### src/verilog/status_sel_pkg.sv
// Shared constants for the programmable status output selector
package status_sel_pkg;

	// Terminal counts: three transistor outputs then two relay outputs
	localparam int NUM_TERMS       = 5;
	localparam int NUM_TRANSISTOR  = 3;

	// Data widths
	localparam int CODE_W          = 11;
	localparam int VAL_W           = 16;

	// Register byte offsets on the APB slave
	localparam logic [7:0] OFS_CODE0     = 8'h00;
	localparam logic [7:0] OFS_CODE4     = 8'h10;
	localparam logic [7:0] OFS_FDT_LEVEL = 8'h14;
	localparam logic [7:0] OFS_CUR_WARN  = 8'h18;
	localparam logic [7:0] OFS_RESTART   = 8'h1C;
	localparam logic [7:0] OFS_HW_OC     = 8'h20;
	localparam logic [7:0] OFS_AUTO_DEC  = 8'h24;
	localparam logic [7:0] OFS_FLAGS     = 8'h28;
	localparam logic [7:0] OFS_TERMS     = 8'h2C;

	// Assignment codes (normal polarity); inverted codes add the offset
	localparam logic [10:0] CODE_INV_OFS = 11'h3E8;
	localparam logic [10:0] CODE_RUN     = 11'h000;
	localparam logic [10:0] CODE_FAR     = 11'h001;
	localparam logic [10:0] CODE_FDT     = 11'h002;
	localparam logic [10:0] CODE_UV      = 11'h003;
	localparam logic [10:0] CODE_IOL     = 11'h005;
	localparam logic [10:0] CODE_IPF     = 11'h006;
	localparam logic [10:0] CODE_OL      = 11'h007;
	localparam logic [10:0] CODE_RDY     = 11'h00A;
	localparam logic [10:0] CODE_LINE    = 11'h00B;
	localparam logic [10:0] CODE_INPUT   = 11'h00C;
	localparam logic [10:0] CODE_OUTPUT  = 11'h00D;
	localparam logic [10:0] CODE_AUX     = 11'h00F;
	localparam logic [10:0] CODE_M1_INV  = 11'h03C;
	localparam logic [10:0] CODE_ALARM   = 11'h063;

	// Bit positions in the flag vector
	localparam int FLG_RUN    = 0;
	localparam int FLG_FAR    = 1;
	localparam int FLG_FDT    = 2;
	localparam int FLG_UV     = 3;
	localparam int FLG_IOL    = 4;
	localparam int FLG_IPF    = 5;
	localparam int FLG_OL     = 6;
	localparam int FLG_RDY    = 7;
	localparam int FLG_LINE   = 8;
	localparam int FLG_INPUT  = 9;
	localparam int FLG_OUTPUT = 10;
	localparam int FLG_AUX    = 11;
	localparam int FLG_M1_INV = 12;
	localparam int FLG_ALARM  = 13;
	localparam int NUM_FLAGS  = 14;

	// Frequencies are in 0.1 Hz steps: 2.5 Hz tolerance, 1 Hz hysteresis
	localparam logic [15:0] FAR_TOL   = 16'h0019;
	localparam logic [15:0] FDT_HYST  = 16'h000A;

	// Restart modes that enable the restart flag
	localparam logic [2:0] RESTART_MIN = 3'h3;
	localparam logic [2:0] RESTART_MAX = 3'h5;

	// Setting values that enable the limiter sources
	localparam logic [1:0] HW_OC_ON     = 2'h1;
	localparam logic [1:0] AUTO_DEC_ON  = 2'h3;

	// Reset values
	localparam logic [10:0] CODE_RST  = 11'h000;
	localparam logic [15:0] LEVEL_RST = 16'h0000;
	localparam logic [2:0]  MODE_RST  = 3'h0;
	localparam logic [1:0]  SET_RST   = 2'h0;

	// Minimum limiting pulse: 100 ms at a 100 ns clock
	localparam int IOL_MIN_MS    = 100;
	localparam int CLK_PERIOD_NS = 100;
	localparam int IOL_MIN_CYC   = (IOL_MIN_MS * 1000000) / CLK_PERIOD_NS;

endpackage

### src/verilog/min_pulse_stretch.sv
// Stretches a level so each assertion lasts a minimum number of cycles
`timescale 1ns/10ps
module min_pulse_stretch #(
	parameter int HOLD_CYC = 1000000
) (
	input  wire logic clk_in,
	input  wire logic reset_in,
	input  wire logic trig_in,
	output logic      pulse_out
);
	localparam int CW = $clog2(HOLD_CYC + 1);

	typedef struct packed {
		logic [CW-1:0] cnt;
		logic          pulse;
	} st_t;

	st_t st_r;
	st_t st_nxt;

	// Reload while the source is high, then run the hold time out
	always_comb begin
		st_nxt = st_r;
		if (trig_in) begin
			st_nxt.cnt   = CW'(HOLD_CYC - 1);
			st_nxt.pulse = 1'b1;
		end else if (st_r.cnt != '0) begin
			st_nxt.cnt   = st_r.cnt - CW'(1);
			st_nxt.pulse = 1'b1;
		end else begin
			st_nxt.pulse = 1'b0;
		end
	end

	// State register
	always_ff @(posedge clk_in) begin
		if (reset_in) begin
			st_r <= '0;
		end else begin
			st_r <= st_nxt;
		end
	end

	assign pulse_out = st_r.pulse;
endmodule // min_pulse_stretch

### src/verilog/status_output_selector.sv
// Function
// - code selects a condition active high; code plus 1000 selects it inverted
// - contactor codes 11, 12, 13 have no inverted variant
// - 11 line contactor, 12 primary side contactor, 13 secondary side contactor
// - running above start, off below stop frequency, forced off during DC braking
// - arrival while output and reference differ by at most 2.5 Hz
// - detected above level, cleared below level minus 1 Hz
// - undervoltage below level, clears above it, held during undervoltage trip
// - run commands are blocked from run enable while undervoltage is flagged
// - limiting from software, hardware or auto decel; at least 100 ms long
// - restart flag during ride-through or from shutdown until reference reached
// - restart flag works only for restart modes 3, 4 or 5
// - overload warning above warning level; same level gives current detected
// - ready only after hardware preparation and with no protection active
// - switching sequence enabled only when 11, 12, 13 sit on transistor terminals
// - aux contactor on with run command, off once stopped after stop command
// - aux contactor drops at once on coast-to-stop or any alarm
// - after reset every terminal is normal polarity
`timescale 1ns/10ps
module status_output_selector #(
	parameter int IOL_HOLD_CYC = status_sel_pkg::IOL_MIN_CYC
) (
	input  wire logic        MCLK_IN,
	input  wire logic        RESET_IN,
	input  wire logic        PSEL_IN,
	input  wire logic        PENABLE_IN,
	input  wire logic        PWRITE_IN,
	input  wire logic [7:0]  PADDR_IN,
	input  wire logic [31:0] PWDATA_IN,
	output logic [31:0]      PRDATA_OUT,
	output logic             PREADY_OUT,
	output logic             PSLVERR_OUT,
	input  wire logic [15:0] OUT_FREQ_IN,
	input  wire logic [15:0] REF_FREQ_IN,
	input  wire logic [15:0] START_FREQ_IN,
	input  wire logic [15:0] STOP_FREQ_IN,
	input  wire logic        DC_BRAKE_IN,
	input  wire logic [15:0] DC_LINK_VOLT_IN,
	input  wire logic [15:0] UV_LEVEL_IN,
	input  wire logic        UV_TRIP_IN,
	input  wire logic        RUN_CMD_IN,
	input  wire logic        STOP_CMD_IN,
	input  wire logic        COAST_CMD_IN,
	input  wire logic        MOTOR_STOPPED_IN,
	input  wire logic        SW_CUR_LIMIT_IN,
	input  wire logic        HW_OC_LIMIT_IN,
	input  wire logic        AUTO_DECEL_IN,
	input  wire logic        PF_RIDE_THROUGH_IN,
	input  wire logic        UV_SHUTDOWN_IN,
	input  wire logic [15:0] OUT_CURRENT_IN,
	input  wire logic        HW_PREP_DONE_IN,
	input  wire logic        PROTECT_ACTIVE_IN,
	input  wire logic        ALARM_IN,
	input  wire logic        LINE_CONTACTOR_IN,
	input  wire logic        INPUT_CONTACTOR_IN,
	input  wire logic        OUTPUT_CONTACTOR_IN,
	input  wire logic        MOTOR1_INVERTER_DRIVEN_IN,
	output logic [4:0]       TERM_OUT,
	output logic             RUN_ENABLE_OUT,
	output logic             LINE_SWITCH_SEQ_EN_OUT,
	output logic             CURRENT_DETECTED_OUT
);
	localparam int NT = status_sel_pkg::NUM_TERMS;
	localparam int NF = status_sel_pkg::NUM_FLAGS;

	typedef struct packed {
		logic [NT-1:0][10:0] code;
		logic [15:0]         freq_detect_level_setting;
		logic [15:0]         current_warning_level_setting;
		logic [2:0]          restart_mode_setting;
		logic [1:0]          hw_overcurrent_limit_setting;
		logic [1:0]          auto_decel_setting;
		logic                run_flag;
		logic                freq_detected_flag;
		logic                undervoltage_flag;
		logic                power_fail_restart_flag;
		logic                aux_contactor_drive;
		logic [NT-1:0]       term;
		logic                run_en;
		logic                seq_en;
		logic [31:0]         prdata;
		logic                slverr;
	} st_t;

	st_t          st_r;
	st_t          st_nxt;
	logic [NF-1:0] flags;
	logic         limit_src;
	logic         output_limiting_flag;
	logic         freq_arrival_flag;
	logic         overload_warning_flag;
	logic         ready_flag;
	logic [15:0]  fdt_low;
	logic         wr_acc;
	logic         rd_setup;
	logic         restart_mode_ok;

	// Pick one flag by assignment code; inverted codes flip it
	function automatic logic sel_flag(input logic [10:0] code, input logic [NF-1:0] f);
		logic [10:0] base;
		logic        inv;
		logic        hit;
		logic        val;
		inv  = (code >= status_sel_pkg::CODE_INV_OFS);
		base = inv ? 11'(code - status_sel_pkg::CODE_INV_OFS) : code;
		hit  = 1'b1;
		val  = 1'b0;
		unique case (base)
			status_sel_pkg::CODE_RUN:    val = f[status_sel_pkg::FLG_RUN];
			status_sel_pkg::CODE_FAR:    val = f[status_sel_pkg::FLG_FAR];
			status_sel_pkg::CODE_FDT:    val = f[status_sel_pkg::FLG_FDT];
			status_sel_pkg::CODE_UV:     val = f[status_sel_pkg::FLG_UV];
			status_sel_pkg::CODE_IOL:    val = f[status_sel_pkg::FLG_IOL];
			status_sel_pkg::CODE_IPF:    val = f[status_sel_pkg::FLG_IPF];
			status_sel_pkg::CODE_OL:     val = f[status_sel_pkg::FLG_OL];
			status_sel_pkg::CODE_RDY:    val = f[status_sel_pkg::FLG_RDY];
			status_sel_pkg::CODE_LINE:   val = f[status_sel_pkg::FLG_LINE];
			status_sel_pkg::CODE_INPUT:  val = f[status_sel_pkg::FLG_INPUT];
			status_sel_pkg::CODE_OUTPUT: val = f[status_sel_pkg::FLG_OUTPUT];
			status_sel_pkg::CODE_AUX:    val = f[status_sel_pkg::FLG_AUX];
			status_sel_pkg::CODE_M1_INV: val = f[status_sel_pkg::FLG_M1_INV];
			status_sel_pkg::CODE_ALARM:  val = f[status_sel_pkg::FLG_ALARM];
			default:                     hit = 1'b0;
		endcase
		// Contactor drives refuse the inverted form outright
		if (inv && (base == status_sel_pkg::CODE_LINE || base == status_sel_pkg::CODE_INPUT ||
			base == status_sel_pkg::CODE_OUTPUT)) begin
			hit = 1'b0;
		end
		return hit ? (val ^ inv) : 1'b0;
	endfunction

	// Limiter sources; software always counts, hardware and auto decel each gated by its own enabling setting
	assign limit_src = SW_CUR_LIMIT_IN |
		(HW_OC_LIMIT_IN & (st_r.hw_overcurrent_limit_setting == status_sel_pkg::HW_OC_ON)) |
		(AUTO_DECEL_IN & (st_r.auto_decel_setting == status_sel_pkg::AUTO_DEC_ON));

	// Short limiter bursts would be missed by slow relays, so hold them
	min_pulse_stretch #(
		.HOLD_CYC (IOL_HOLD_CYC)
	) u_iol_stretch (
		.clk_in    (MCLK_IN),
		.reset_in  (RESET_IN),
		.trig_in   (limit_src),
		.pulse_out (output_limiting_flag)
	);

	// Level comparisons that need no memory
	assign freq_arrival_flag = ((OUT_FREQ_IN > REF_FREQ_IN) ? (OUT_FREQ_IN - REF_FREQ_IN) :
		(REF_FREQ_IN - OUT_FREQ_IN)) <= status_sel_pkg::FAR_TOL;
	assign overload_warning_flag = OUT_CURRENT_IN > st_r.current_warning_level_setting;
	assign ready_flag = HW_PREP_DONE_IN & ~PROTECT_ACTIVE_IN;
	assign fdt_low = (st_r.freq_detect_level_setting > status_sel_pkg::FDT_HYST) ?
		(st_r.freq_detect_level_setting - status_sel_pkg::FDT_HYST) : 16'h0000;
	assign restart_mode_ok = (st_r.restart_mode_setting >= status_sel_pkg::RESTART_MIN) &&
		(st_r.restart_mode_setting <= status_sel_pkg::RESTART_MAX);

	// Flag vector in the order of the flag positions
	always_comb begin
		flags = '0;
		flags[status_sel_pkg::FLG_RUN]    = st_r.run_flag;
		flags[status_sel_pkg::FLG_FAR]    = freq_arrival_flag;
		flags[status_sel_pkg::FLG_FDT]    = st_r.freq_detected_flag;
		flags[status_sel_pkg::FLG_UV]     = st_r.undervoltage_flag;
		flags[status_sel_pkg::FLG_IOL]    = output_limiting_flag;
		flags[status_sel_pkg::FLG_IPF]    = st_r.power_fail_restart_flag;
		flags[status_sel_pkg::FLG_OL]     = overload_warning_flag;
		flags[status_sel_pkg::FLG_RDY]    = ready_flag;
		flags[status_sel_pkg::FLG_LINE]   = LINE_CONTACTOR_IN;
		flags[status_sel_pkg::FLG_INPUT]  = INPUT_CONTACTOR_IN;
		flags[status_sel_pkg::FLG_OUTPUT] = OUTPUT_CONTACTOR_IN;
		flags[status_sel_pkg::FLG_AUX]    = st_r.aux_contactor_drive;
		flags[status_sel_pkg::FLG_M1_INV] = MOTOR1_INVERTER_DRIVEN_IN;
		flags[status_sel_pkg::FLG_ALARM]  = ALARM_IN;
	end

	// APB phases; the slave never waits, so writes land at the access edge
	assign wr_acc   = PSEL_IN & PENABLE_IN & PWRITE_IN;
	assign rd_setup = PSEL_IN & ~PENABLE_IN;

	// Next state: registers, sticky-free flags, terminal drive
	always_comb begin
		logic [7:0] widx;
		logic       has_line;
		logic       has_in;
		logic       has_out;
		st_nxt   = st_r;
		widx     = 8'h00;
		has_line = 1'b0;
		has_in   = 1'b0;
		has_out  = 1'b0;

		// Register writes; read-only words ignore writes
		if (wr_acc) begin
			if (PADDR_IN <= status_sel_pkg::OFS_CODE4 && PADDR_IN[1:0] == 2'b00) begin
				widx = PADDR_IN >> 2;
				st_nxt.code[widx[2:0]] = PWDATA_IN[10:0];
			end
			unique case (PADDR_IN)
				status_sel_pkg::OFS_FDT_LEVEL:
					st_nxt.freq_detect_level_setting = PWDATA_IN[15:0];
				status_sel_pkg::OFS_CUR_WARN:
					st_nxt.current_warning_level_setting = PWDATA_IN[15:0];
				status_sel_pkg::OFS_RESTART:
					st_nxt.restart_mode_setting = PWDATA_IN[2:0];
				status_sel_pkg::OFS_HW_OC:
					st_nxt.hw_overcurrent_limit_setting = PWDATA_IN[1:0];
				status_sel_pkg::OFS_AUTO_DEC:
					st_nxt.auto_decel_setting = PWDATA_IN[1:0];
				default: ;
			endcase
		end

		// Read data is prepared in the setup cycle so it leaves a flop
		if (rd_setup) begin
			st_nxt.prdata = 32'h0000_0000;
			st_nxt.slverr = 1'b0;
			if (PADDR_IN[1:0] != 2'b00) begin
				st_nxt.slverr = 1'b1;
			end else if (PADDR_IN <= status_sel_pkg::OFS_CODE4) begin
				widx = PADDR_IN >> 2;
				st_nxt.prdata[10:0] = st_r.code[widx[2:0]];
			end else begin
				unique case (PADDR_IN)
					status_sel_pkg::OFS_FDT_LEVEL:
						st_nxt.prdata[15:0] = st_r.freq_detect_level_setting;
					status_sel_pkg::OFS_CUR_WARN:
						st_nxt.prdata[15:0] = st_r.current_warning_level_setting;
					status_sel_pkg::OFS_RESTART:
						st_nxt.prdata[2:0] = st_r.restart_mode_setting;
					status_sel_pkg::OFS_HW_OC:
						st_nxt.prdata[1:0] = st_r.hw_overcurrent_limit_setting;
					status_sel_pkg::OFS_AUTO_DEC:
						st_nxt.prdata[1:0] = st_r.auto_decel_setting;
					status_sel_pkg::OFS_FLAGS:
						st_nxt.prdata[NF-1:0] = flags;
					status_sel_pkg::OFS_TERMS:
						st_nxt.prdata[NT-1:0] = st_r.term;
					default:
						st_nxt.slverr = 1'b1;
				endcase
			end
		end

		// Running flag with start/stop hysteresis; braking overrides
		if (DC_BRAKE_IN) begin
			st_nxt.run_flag = 1'b0;
		end else if (OUT_FREQ_IN > START_FREQ_IN) begin
			st_nxt.run_flag = 1'b1;
		end else if (OUT_FREQ_IN < STOP_FREQ_IN) begin
			st_nxt.run_flag = 1'b0;
		end

		// Frequency detection with fixed hysteresis band
		if (OUT_FREQ_IN > st_r.freq_detect_level_setting) begin
			st_nxt.freq_detected_flag = 1'b1;
		end else if (OUT_FREQ_IN < fdt_low) begin
			st_nxt.freq_detected_flag = 1'b0;
		end

		// Undervoltage; a trip keeps it up even after the bus recovers
		if (DC_LINK_VOLT_IN < UV_LEVEL_IN || UV_TRIP_IN) begin
			st_nxt.undervoltage_flag = 1'b1;
		end else if (DC_LINK_VOLT_IN > UV_LEVEL_IN) begin
			st_nxt.undervoltage_flag = 1'b0;
		end

		// Run commands pass only with no undervoltage present or pending
		st_nxt.run_en = RUN_CMD_IN & ~st_r.undervoltage_flag & ~st_nxt.undervoltage_flag;

		// Restart flag; reaching the reference ends the shutdown window
		if (!restart_mode_ok) begin
			st_nxt.power_fail_restart_flag = 1'b0;
		end else if (PF_RIDE_THROUGH_IN || UV_SHUTDOWN_IN) begin
			st_nxt.power_fail_restart_flag = 1'b1;
		end else if (OUT_FREQ_IN >= REF_FREQ_IN) begin
			st_nxt.power_fail_restart_flag = 1'b0;
		end

		// Aux contactor; coast and alarm beat a run command in the same cycle
		if (COAST_CMD_IN || ALARM_IN) begin
			st_nxt.aux_contactor_drive = 1'b0;
		end else if (RUN_CMD_IN) begin
			st_nxt.aux_contactor_drive = 1'b1;
		end else if (STOP_CMD_IN && MOTOR_STOPPED_IN) begin
			st_nxt.aux_contactor_drive = 1'b0;
		end

		// Each terminal reads only its own code, so a rewrite touches no other
		for (int t = 0; t < NT; t++) begin
			st_nxt.term[t] = sel_flag(st_r.code[t], flags);
		end

		// Sequence needs all three drives on the transistor terminals
		for (int t = 0; t < status_sel_pkg::NUM_TRANSISTOR; t++) begin
			has_line = has_line | (st_r.code[t] == status_sel_pkg::CODE_LINE);
			has_in   = has_in   | (st_r.code[t] == status_sel_pkg::CODE_INPUT);
			has_out  = has_out  | (st_r.code[t] == status_sel_pkg::CODE_OUTPUT);
		end
		st_nxt.seq_en = has_line & has_in & has_out;
	end

	// State register; codes come up in normal polarity
	always_ff @(posedge MCLK_IN) begin
		if (RESET_IN) begin
			st_r <= '0;
			for (int t = 0; t < NT; t++) begin
				st_r.code[t] <= status_sel_pkg::CODE_RST;
			end
			st_r.freq_detect_level_setting     <= status_sel_pkg::LEVEL_RST;
			st_r.current_warning_level_setting <= status_sel_pkg::LEVEL_RST;
			st_r.restart_mode_setting          <= status_sel_pkg::MODE_RST;
			st_r.hw_overcurrent_limit_setting  <= status_sel_pkg::SET_RST;
			st_r.auto_decel_setting            <= status_sel_pkg::SET_RST;
		end else begin
			st_r <= st_nxt;
		end
	end

	// Outputs
	assign PRDATA_OUT             = st_r.prdata;
	assign PSLVERR_OUT            = st_r.slverr & PSEL_IN & PENABLE_IN;
	assign PREADY_OUT             = 1'b1;
	assign TERM_OUT               = st_r.term;
	assign RUN_ENABLE_OUT         = st_r.run_en;
	assign LINE_SWITCH_SEQ_EN_OUT = st_r.seq_en;
	assign CURRENT_DETECTED_OUT   = overload_warning_flag;
endmodule // status_output_selector

### config.mk
export PLATFORM = sky130hd
export DESIGN_NAME = status_output_selector
export DESIGN_NICKNAME = d
export VERILOG_FILES = /design/src/verilog/status_sel_pkg.sv /design/src/verilog/min_pulse_stretch.sv /design/src/verilog/status_output_selector.sv
export SDC_FILE = /design/constraint.sdc
export NUM_CORES = 1
export LEC_CHECK = 0
export ABC_CLOCK_PERIOD_IN_PS = 5200
export BUFFER_PORTS_ARGS = -buffer_cell sky130_fd_sc_hd__buf_2
export CAP_MARGIN = 20
export CORE_MARGIN = 2
export CORE_UTILIZATION = 30
export CTS_CLUSTER_SIZE = 14
export DETAILED_ROUTE_END_ITERATION = 8
export GPL_TIMING_DRIVEN = 0
export PLACE_DENSITY = 0.46
export SKIP_CTS_REPAIR_TIMING = 1
export SLEW_MARGIN = 0
export SYNTH_ARGS = -nofsm -noshare
export SYNTH_HDL_FRONTEND = slang
export SYNTH_SLANG_ARGS = --single-unit
### constraint.sdc
create_clock -name MCLK_IN -period 5.2 [get_ports MCLK_IN]
set_input_delay 0.52 -clock MCLK_IN [delete_from_list [all_inputs] [get_ports MCLK_IN]]
set_output_delay 0.52 -clock MCLK_IN [all_outputs]
set_load 0.01 [all_outputs]
Word level (Yosys, flattened, before mapping) --
Index checks and enable logic that the tools add are counted.
Word-level totals: word-level logic and storage cells 282, output and inout port bits 42, bits of input ports 175, register bits after elaboration 144
Operators by class: multiplexer cells 51, reduce and logical (&&, ||, !) cells 56, order comparisons 21, add/sub/neg operators 9, equality and inequality tests 83, bitwise logic cells 35
Operators by type and width (number):
- $eq 11x4->1 const B | 34
- $eq 11x3->1 const B | 15
- $eq 11x2->1 const B | 10
- $mux 11 | 8
- $gt 16x16->1 | 5
- $pmux 1 s14 | 5
- $reduce_or 14->1 | 5
- $bwmux 55 | 1
- $eq 11x1->1 const B | 5
- $eq 11x6->1 const B | 5
- $eq 11x7->1 const B | 5
- $ge 11x10->1 const B | 5
- $logic_not 11->1 | 5
- $sub 11x10->11 const B | 5
- $lt 16x16->1 | 3
- $mux 16 | 3
- $bmux 11 s3 | 1
- $demux 11 s3 | 1
- $eq 8x6->1 const B | 4
- $sub 16x16->16 | 2
- $pmux 9 s3 | 1
- $eq 8x5->1 const B | 3
- $mux 1 | 24
- $mux 21 | 1
- other kinds (30) | 99

Longest topological paths before layout --
depth in word-level cells 9, depth in mapped cells 17

Cells and area by module --
Synthesis repeated with hierarchy kept, for this count alone.
Second synthesis, totals: cells, all modules 1810, area, all modules 13666.9 sq um
Modules (own cells, without submodules):
- status_output_selector | sequential area each 2462.4 sq um, area an instance 12600.8 sq um, cells each 1689, times used 1
- min_pulse_stretch | sequential area each 420.4 sq um, area an instance 1066.0 sq um, cells each 121, times used 1

Least setup slack after synthesis --
OpenSTA, ideal clock, no wires.
kind input-to-reg, start point input port OUT_FREQ_IN[0], end point register st_r, in the netlist TERM_OUT[0], stages 17, required time 5.135 ns, path slack 1.305 ns, buffers on the path 1, arrival time 3.829 ns, setup time 0.065 ns, cell sequence inv_1 ha_1 inv_1 fa_1 a21o_1 a21oi_2 o31a_1 o21ai_1 o21a_1 buf_6 or4_4 nor4_2 o211ai_2 o31a_1 o21ai_2 mux2_1 nor2_1
On the way: longest elaborated chain between the ends 5, elaborated cells on any way between the ends 7, classes of those cells add/sub (2); order compare (2); mux (2); bitwise (1)
Ends and longest elaborated chain:
- from (decl) | RTL line status_output_selector.sv:33 | input wire logic [15:0] OUT_FREQ_IN,
- $sub 16x16->16 (tied with other cells) | RTL line status_output_selector.sv:150 | (REF_FREQ_IN - OUT_FREQ_IN)) <= status_sel_pkg::FAR_TOL;
- $mux 16 * | RTL line status_output_selector.sv:149 | assign freq_arrival_flag = ((OUT_FREQ_IN > REF_FREQ_IN) ? (OUT_FREQ_IN - REF_FREQ_IN) :
- $le 16x5->1 * | RTL line status_output_selector.sv:150
- $pmux 1 s14 * | RTL line status_output_selector.sv:108 | unique case (base)
- $xor 1x1->1 * | RTL line status_output_selector.sv:130 | return hit ? (val ^ inv) : 1'b0;
- to (signal assigned) | RTL line status_output_selector.sv:316 | st_r <= st_nxt;
- to (decl) | RTL line status_output_selector.sv:85 | st_t st_r;
Every way passes the cells marked *; elsewhere a longest branch is shown, timed or not. A chain may end at the register's enable or synchronous reset.

Worst setup path in the final report --
start point input port OUT_FREQ_IN[0], end point register st_r, in the netlist TERM_OUT[4]
Same word-level chain as after synthesis.

==> impl_metrics.yaml <==
sta:
  final.setup.tns_ps: 0
  fmax_ghz: 0.227
  post-route-min-period_ps: 4410
  max-slew-margin-rel: 0.279
  slew_viol_final: 0
  finalSetupViolations: 0
  worstMarginPinSlew_ps: 1080
  hold_viol_final: 0
  skew_ps: 14.5
  fin_crit_sh: 0.848
  rsz0062_at_grt: "no"
detailed_routing:
  finalWirelength_mm: 51.4
  drt-pass1-iter-count: 6
  vias: 13900
  drtIter0Drc: 973
  wl_per_cell_um: 19.3
  ant_nets: 0
  vias_per_cell: 5.25
  drc_errors: 0
pwr:
  leakage_nw: 6.57
  peakVddDrop_mv: 0.253
  power_density_nw_per_um2: 188
hold_path:
  hp-class: "in -> reg"
  hold_depth: 2
worst_setup_path:
  critPathMaxStageDelay_ps: 870
  cpMaxStageDelayCell: "xor2_1"
  crit_fanout: 7
  crit_top_cell: "inv_1"
  critPathLaunchType: "primary input"
  crit_type: "in -> reg"
  worstPathArrival_ps: 4740
  worstPathRequired_ps: 5530
  rr_worst_depth: 13
  crit_path_end_kind: "register"
  cp_cell_sequence: "buf_2, inv_1, ha_1, inv_1, fa_1, a21o_1, a21oi_2, o31a_1, o21ai_1, o21a_1, buf_6, mux2i_1, o221ai_1, xor2_1, nor2_2, a22o_1, or3_1, a221oi_2"
clock_tree:
  root_buffer: "clkbuf_16"
  cts_max_level: 4
  numCtsBuffers: 17
  cts_tree: "built"
  insertion_delay_ps: 440
  path_clk_slew_ps: 60
  clk_path_buf_depth: 2
  cts.sinks: 144
grt:
  grt-ovfl-total: 0
  grt_pass1_vias: 13400
  antenna_found_initial: 1
  grt_max_degree: 17
  grt_pass1_wl_mm: 78.0
  grt.total_usage: 0.217
placed_design:
  gp_routability_congestion: 0.929
  placed_cells: 2624
  dp_hpwl_mm: 40.4
  port_buffers: 178
floorplan:
  die_area_um2: 46800
  core_um2: 44300
  initial_core_util: 0.305
  rows: 77
  die_h_um: 216
  ios: 217
  die_w_um: 216
logic_synthesis:
  ys_ff_latch: 144
  syn_area_um2: 13500
  async_flop_share: 0
  yosys-top-cells-area: "dfxtp_1 (21%), ha_1 (12%), a21oi_1 (6.4%)"
  synth-seq-area-share: 0.213
  ys.flop_type: "dfxtp_1"
  synthTopCellsByCount: "nand2_1 (209), a21oi_1 (172), nor2_1 (153)"
  synth_edf_count: 0
  syn_inst: 1838
  synth_top_area_frac: 0.213
  syn_avg_cell_area_um2: 7.35
  synth.most_common_cell: "nand2_1"
  yosys_warnings: 0
  yosys.cell_types.count: 84
  synth_top_area_cell: "dfxtp_1"
job:
  cap_violations: 0
final_layout:
  nets: 2360
  synthToLayoutAreaGrowth_pct: 16.6
  instances_no_fill: 2657
  drive_above_1_share: 0.146
status:
  status: "finished clean"
==> path summary, 6_finish.rpt <==
| path | slack, ps | startpoint | endpoint |
|---|---|---|---|
| worst min-delay path | 240 | COAST_CMD_IN | flags[11] |
| worst min register to register | 460 | PRDATA_OUT[1] | PRDATA_OUT[1] |
| worst max-delay path | 790 | OUT_FREQ_IN[0] | TERM_OUT[4] |
| worst max register to register | 1760 | st_r[109] | TERM_OUT[2] |
==> through the flow <==
step	utilization	hold slack [ps]	cell area [um2]	total power, W	setup slack (ps)
finish	0.356	236	15800	0.00296	793
global route	0.356	234	15800	0.00311	554
CTS	0.356	222	15800	0.00299	794
detailed placement	0.343	447	15200	0.00180	375
global placement	0.343	447	15200	0.00179	420
floorplan	-	432	13600	0.00155	1310
==> power breakdown <==
part | internal, W | total, W | switching (W) | leakage [nW]
Combinational | 0.000253 | 0.000638 | 0.000385 | 5.15
Clock | 0.000632 | 0.00119 | 0.000554 | 0.256
Sequential | 0.00112 | 0.00114 | 0.0000222 | 1.17
==> metal layers <==
layer,part of all wire,global-route usage,vias up
met5,0,0,-
met4,0.032,0.0758,0
met3,0.056,0.0356,87
met2,0.47,0.366,448
met1,0.45,0.278,6514
li1,-,-,6897
==> cells in the final DEF, fill, tap and decap left out, drive strengths merged, types with 8 or more instances in the layout <==
master / n
nand3: 48
nand2b: 27
ha: 132
mux4: 11
or3: 9
nor4: 24
o22ai: 9
nor2b: 52
o21a: 14
o211ai: 12
nand2: 209
o31ai: 10
a22oi: 26
inv: 157
xor2: 12
nor2: 154
conb: 17
and3: 10
dfxtp: 144
mux2: 14
nor3: 35
mux2i: 59
a21o: 22
nand4: 24
a21oi: 175
xnor2: 45
clkbuf: 107
a211oi: 14
a31oi: 23
o21ai: 92
a32oi: 8
buf: 237
a22o: 17
==> kinds of logic after synthesis <==
family / count (synthesis) / synth area share
simple gates: 637 / 0.227
compound gates: 481 / 0.226
buf+inv: 298 / 0.0962
flops: 144 / 0.213
fa+ha+maj: 135 / 0.126
mux: 84 / 0.0737
xor+xnor: 57 / 0.0375
other cells: 2 / 0.000556
==> sequential cells by signal (all words and copies together) (netlist names) <==
register                 cells
LINE_SWITCH_SEQ_EN_OUT       1
PRDATA_OUT                  16
RUN_ENABLE_OUT               1
TERM_OUT                     5
flags                        5
st_r                        95
u_iol_stretch.pulse_out      1
u_iol_stretch.st_r          20
==> worst max-delay path, delay by kind of cell <==
| kind | cells | cell delay, ps |
|---|---|---|
| buffers and inverters | 4 | 510 |
| and+or+nand+nor | 2 | 530 |
| muxes | 1 | 130 |
| AOI/OAI and AO/OA | 8 | 1530 |
| adders and majority gates | 2 | 650 |
| xor gates and xnor gates | 1 | 870 |
==> area by class of cell <==
| cell class | count | area [um2] |
|---|---|---|
| diodes | 1 | 2.50 |
| plain buffers | 146 | 729 |
| clock buffers | 19 | 443 |
| clock inverters | 13 | 105 |
| fillers | 4873 | 28600 |
| inverters | 152 | 571 |
| multi-input cells | 1411 | 9390 |
| flip-flops and latches | 144 | 2880 |
| well taps | 592 | 741 |
| repair buffers | 179 | 898 |
No activity file was read; power rests on OpenSTA's default activity.
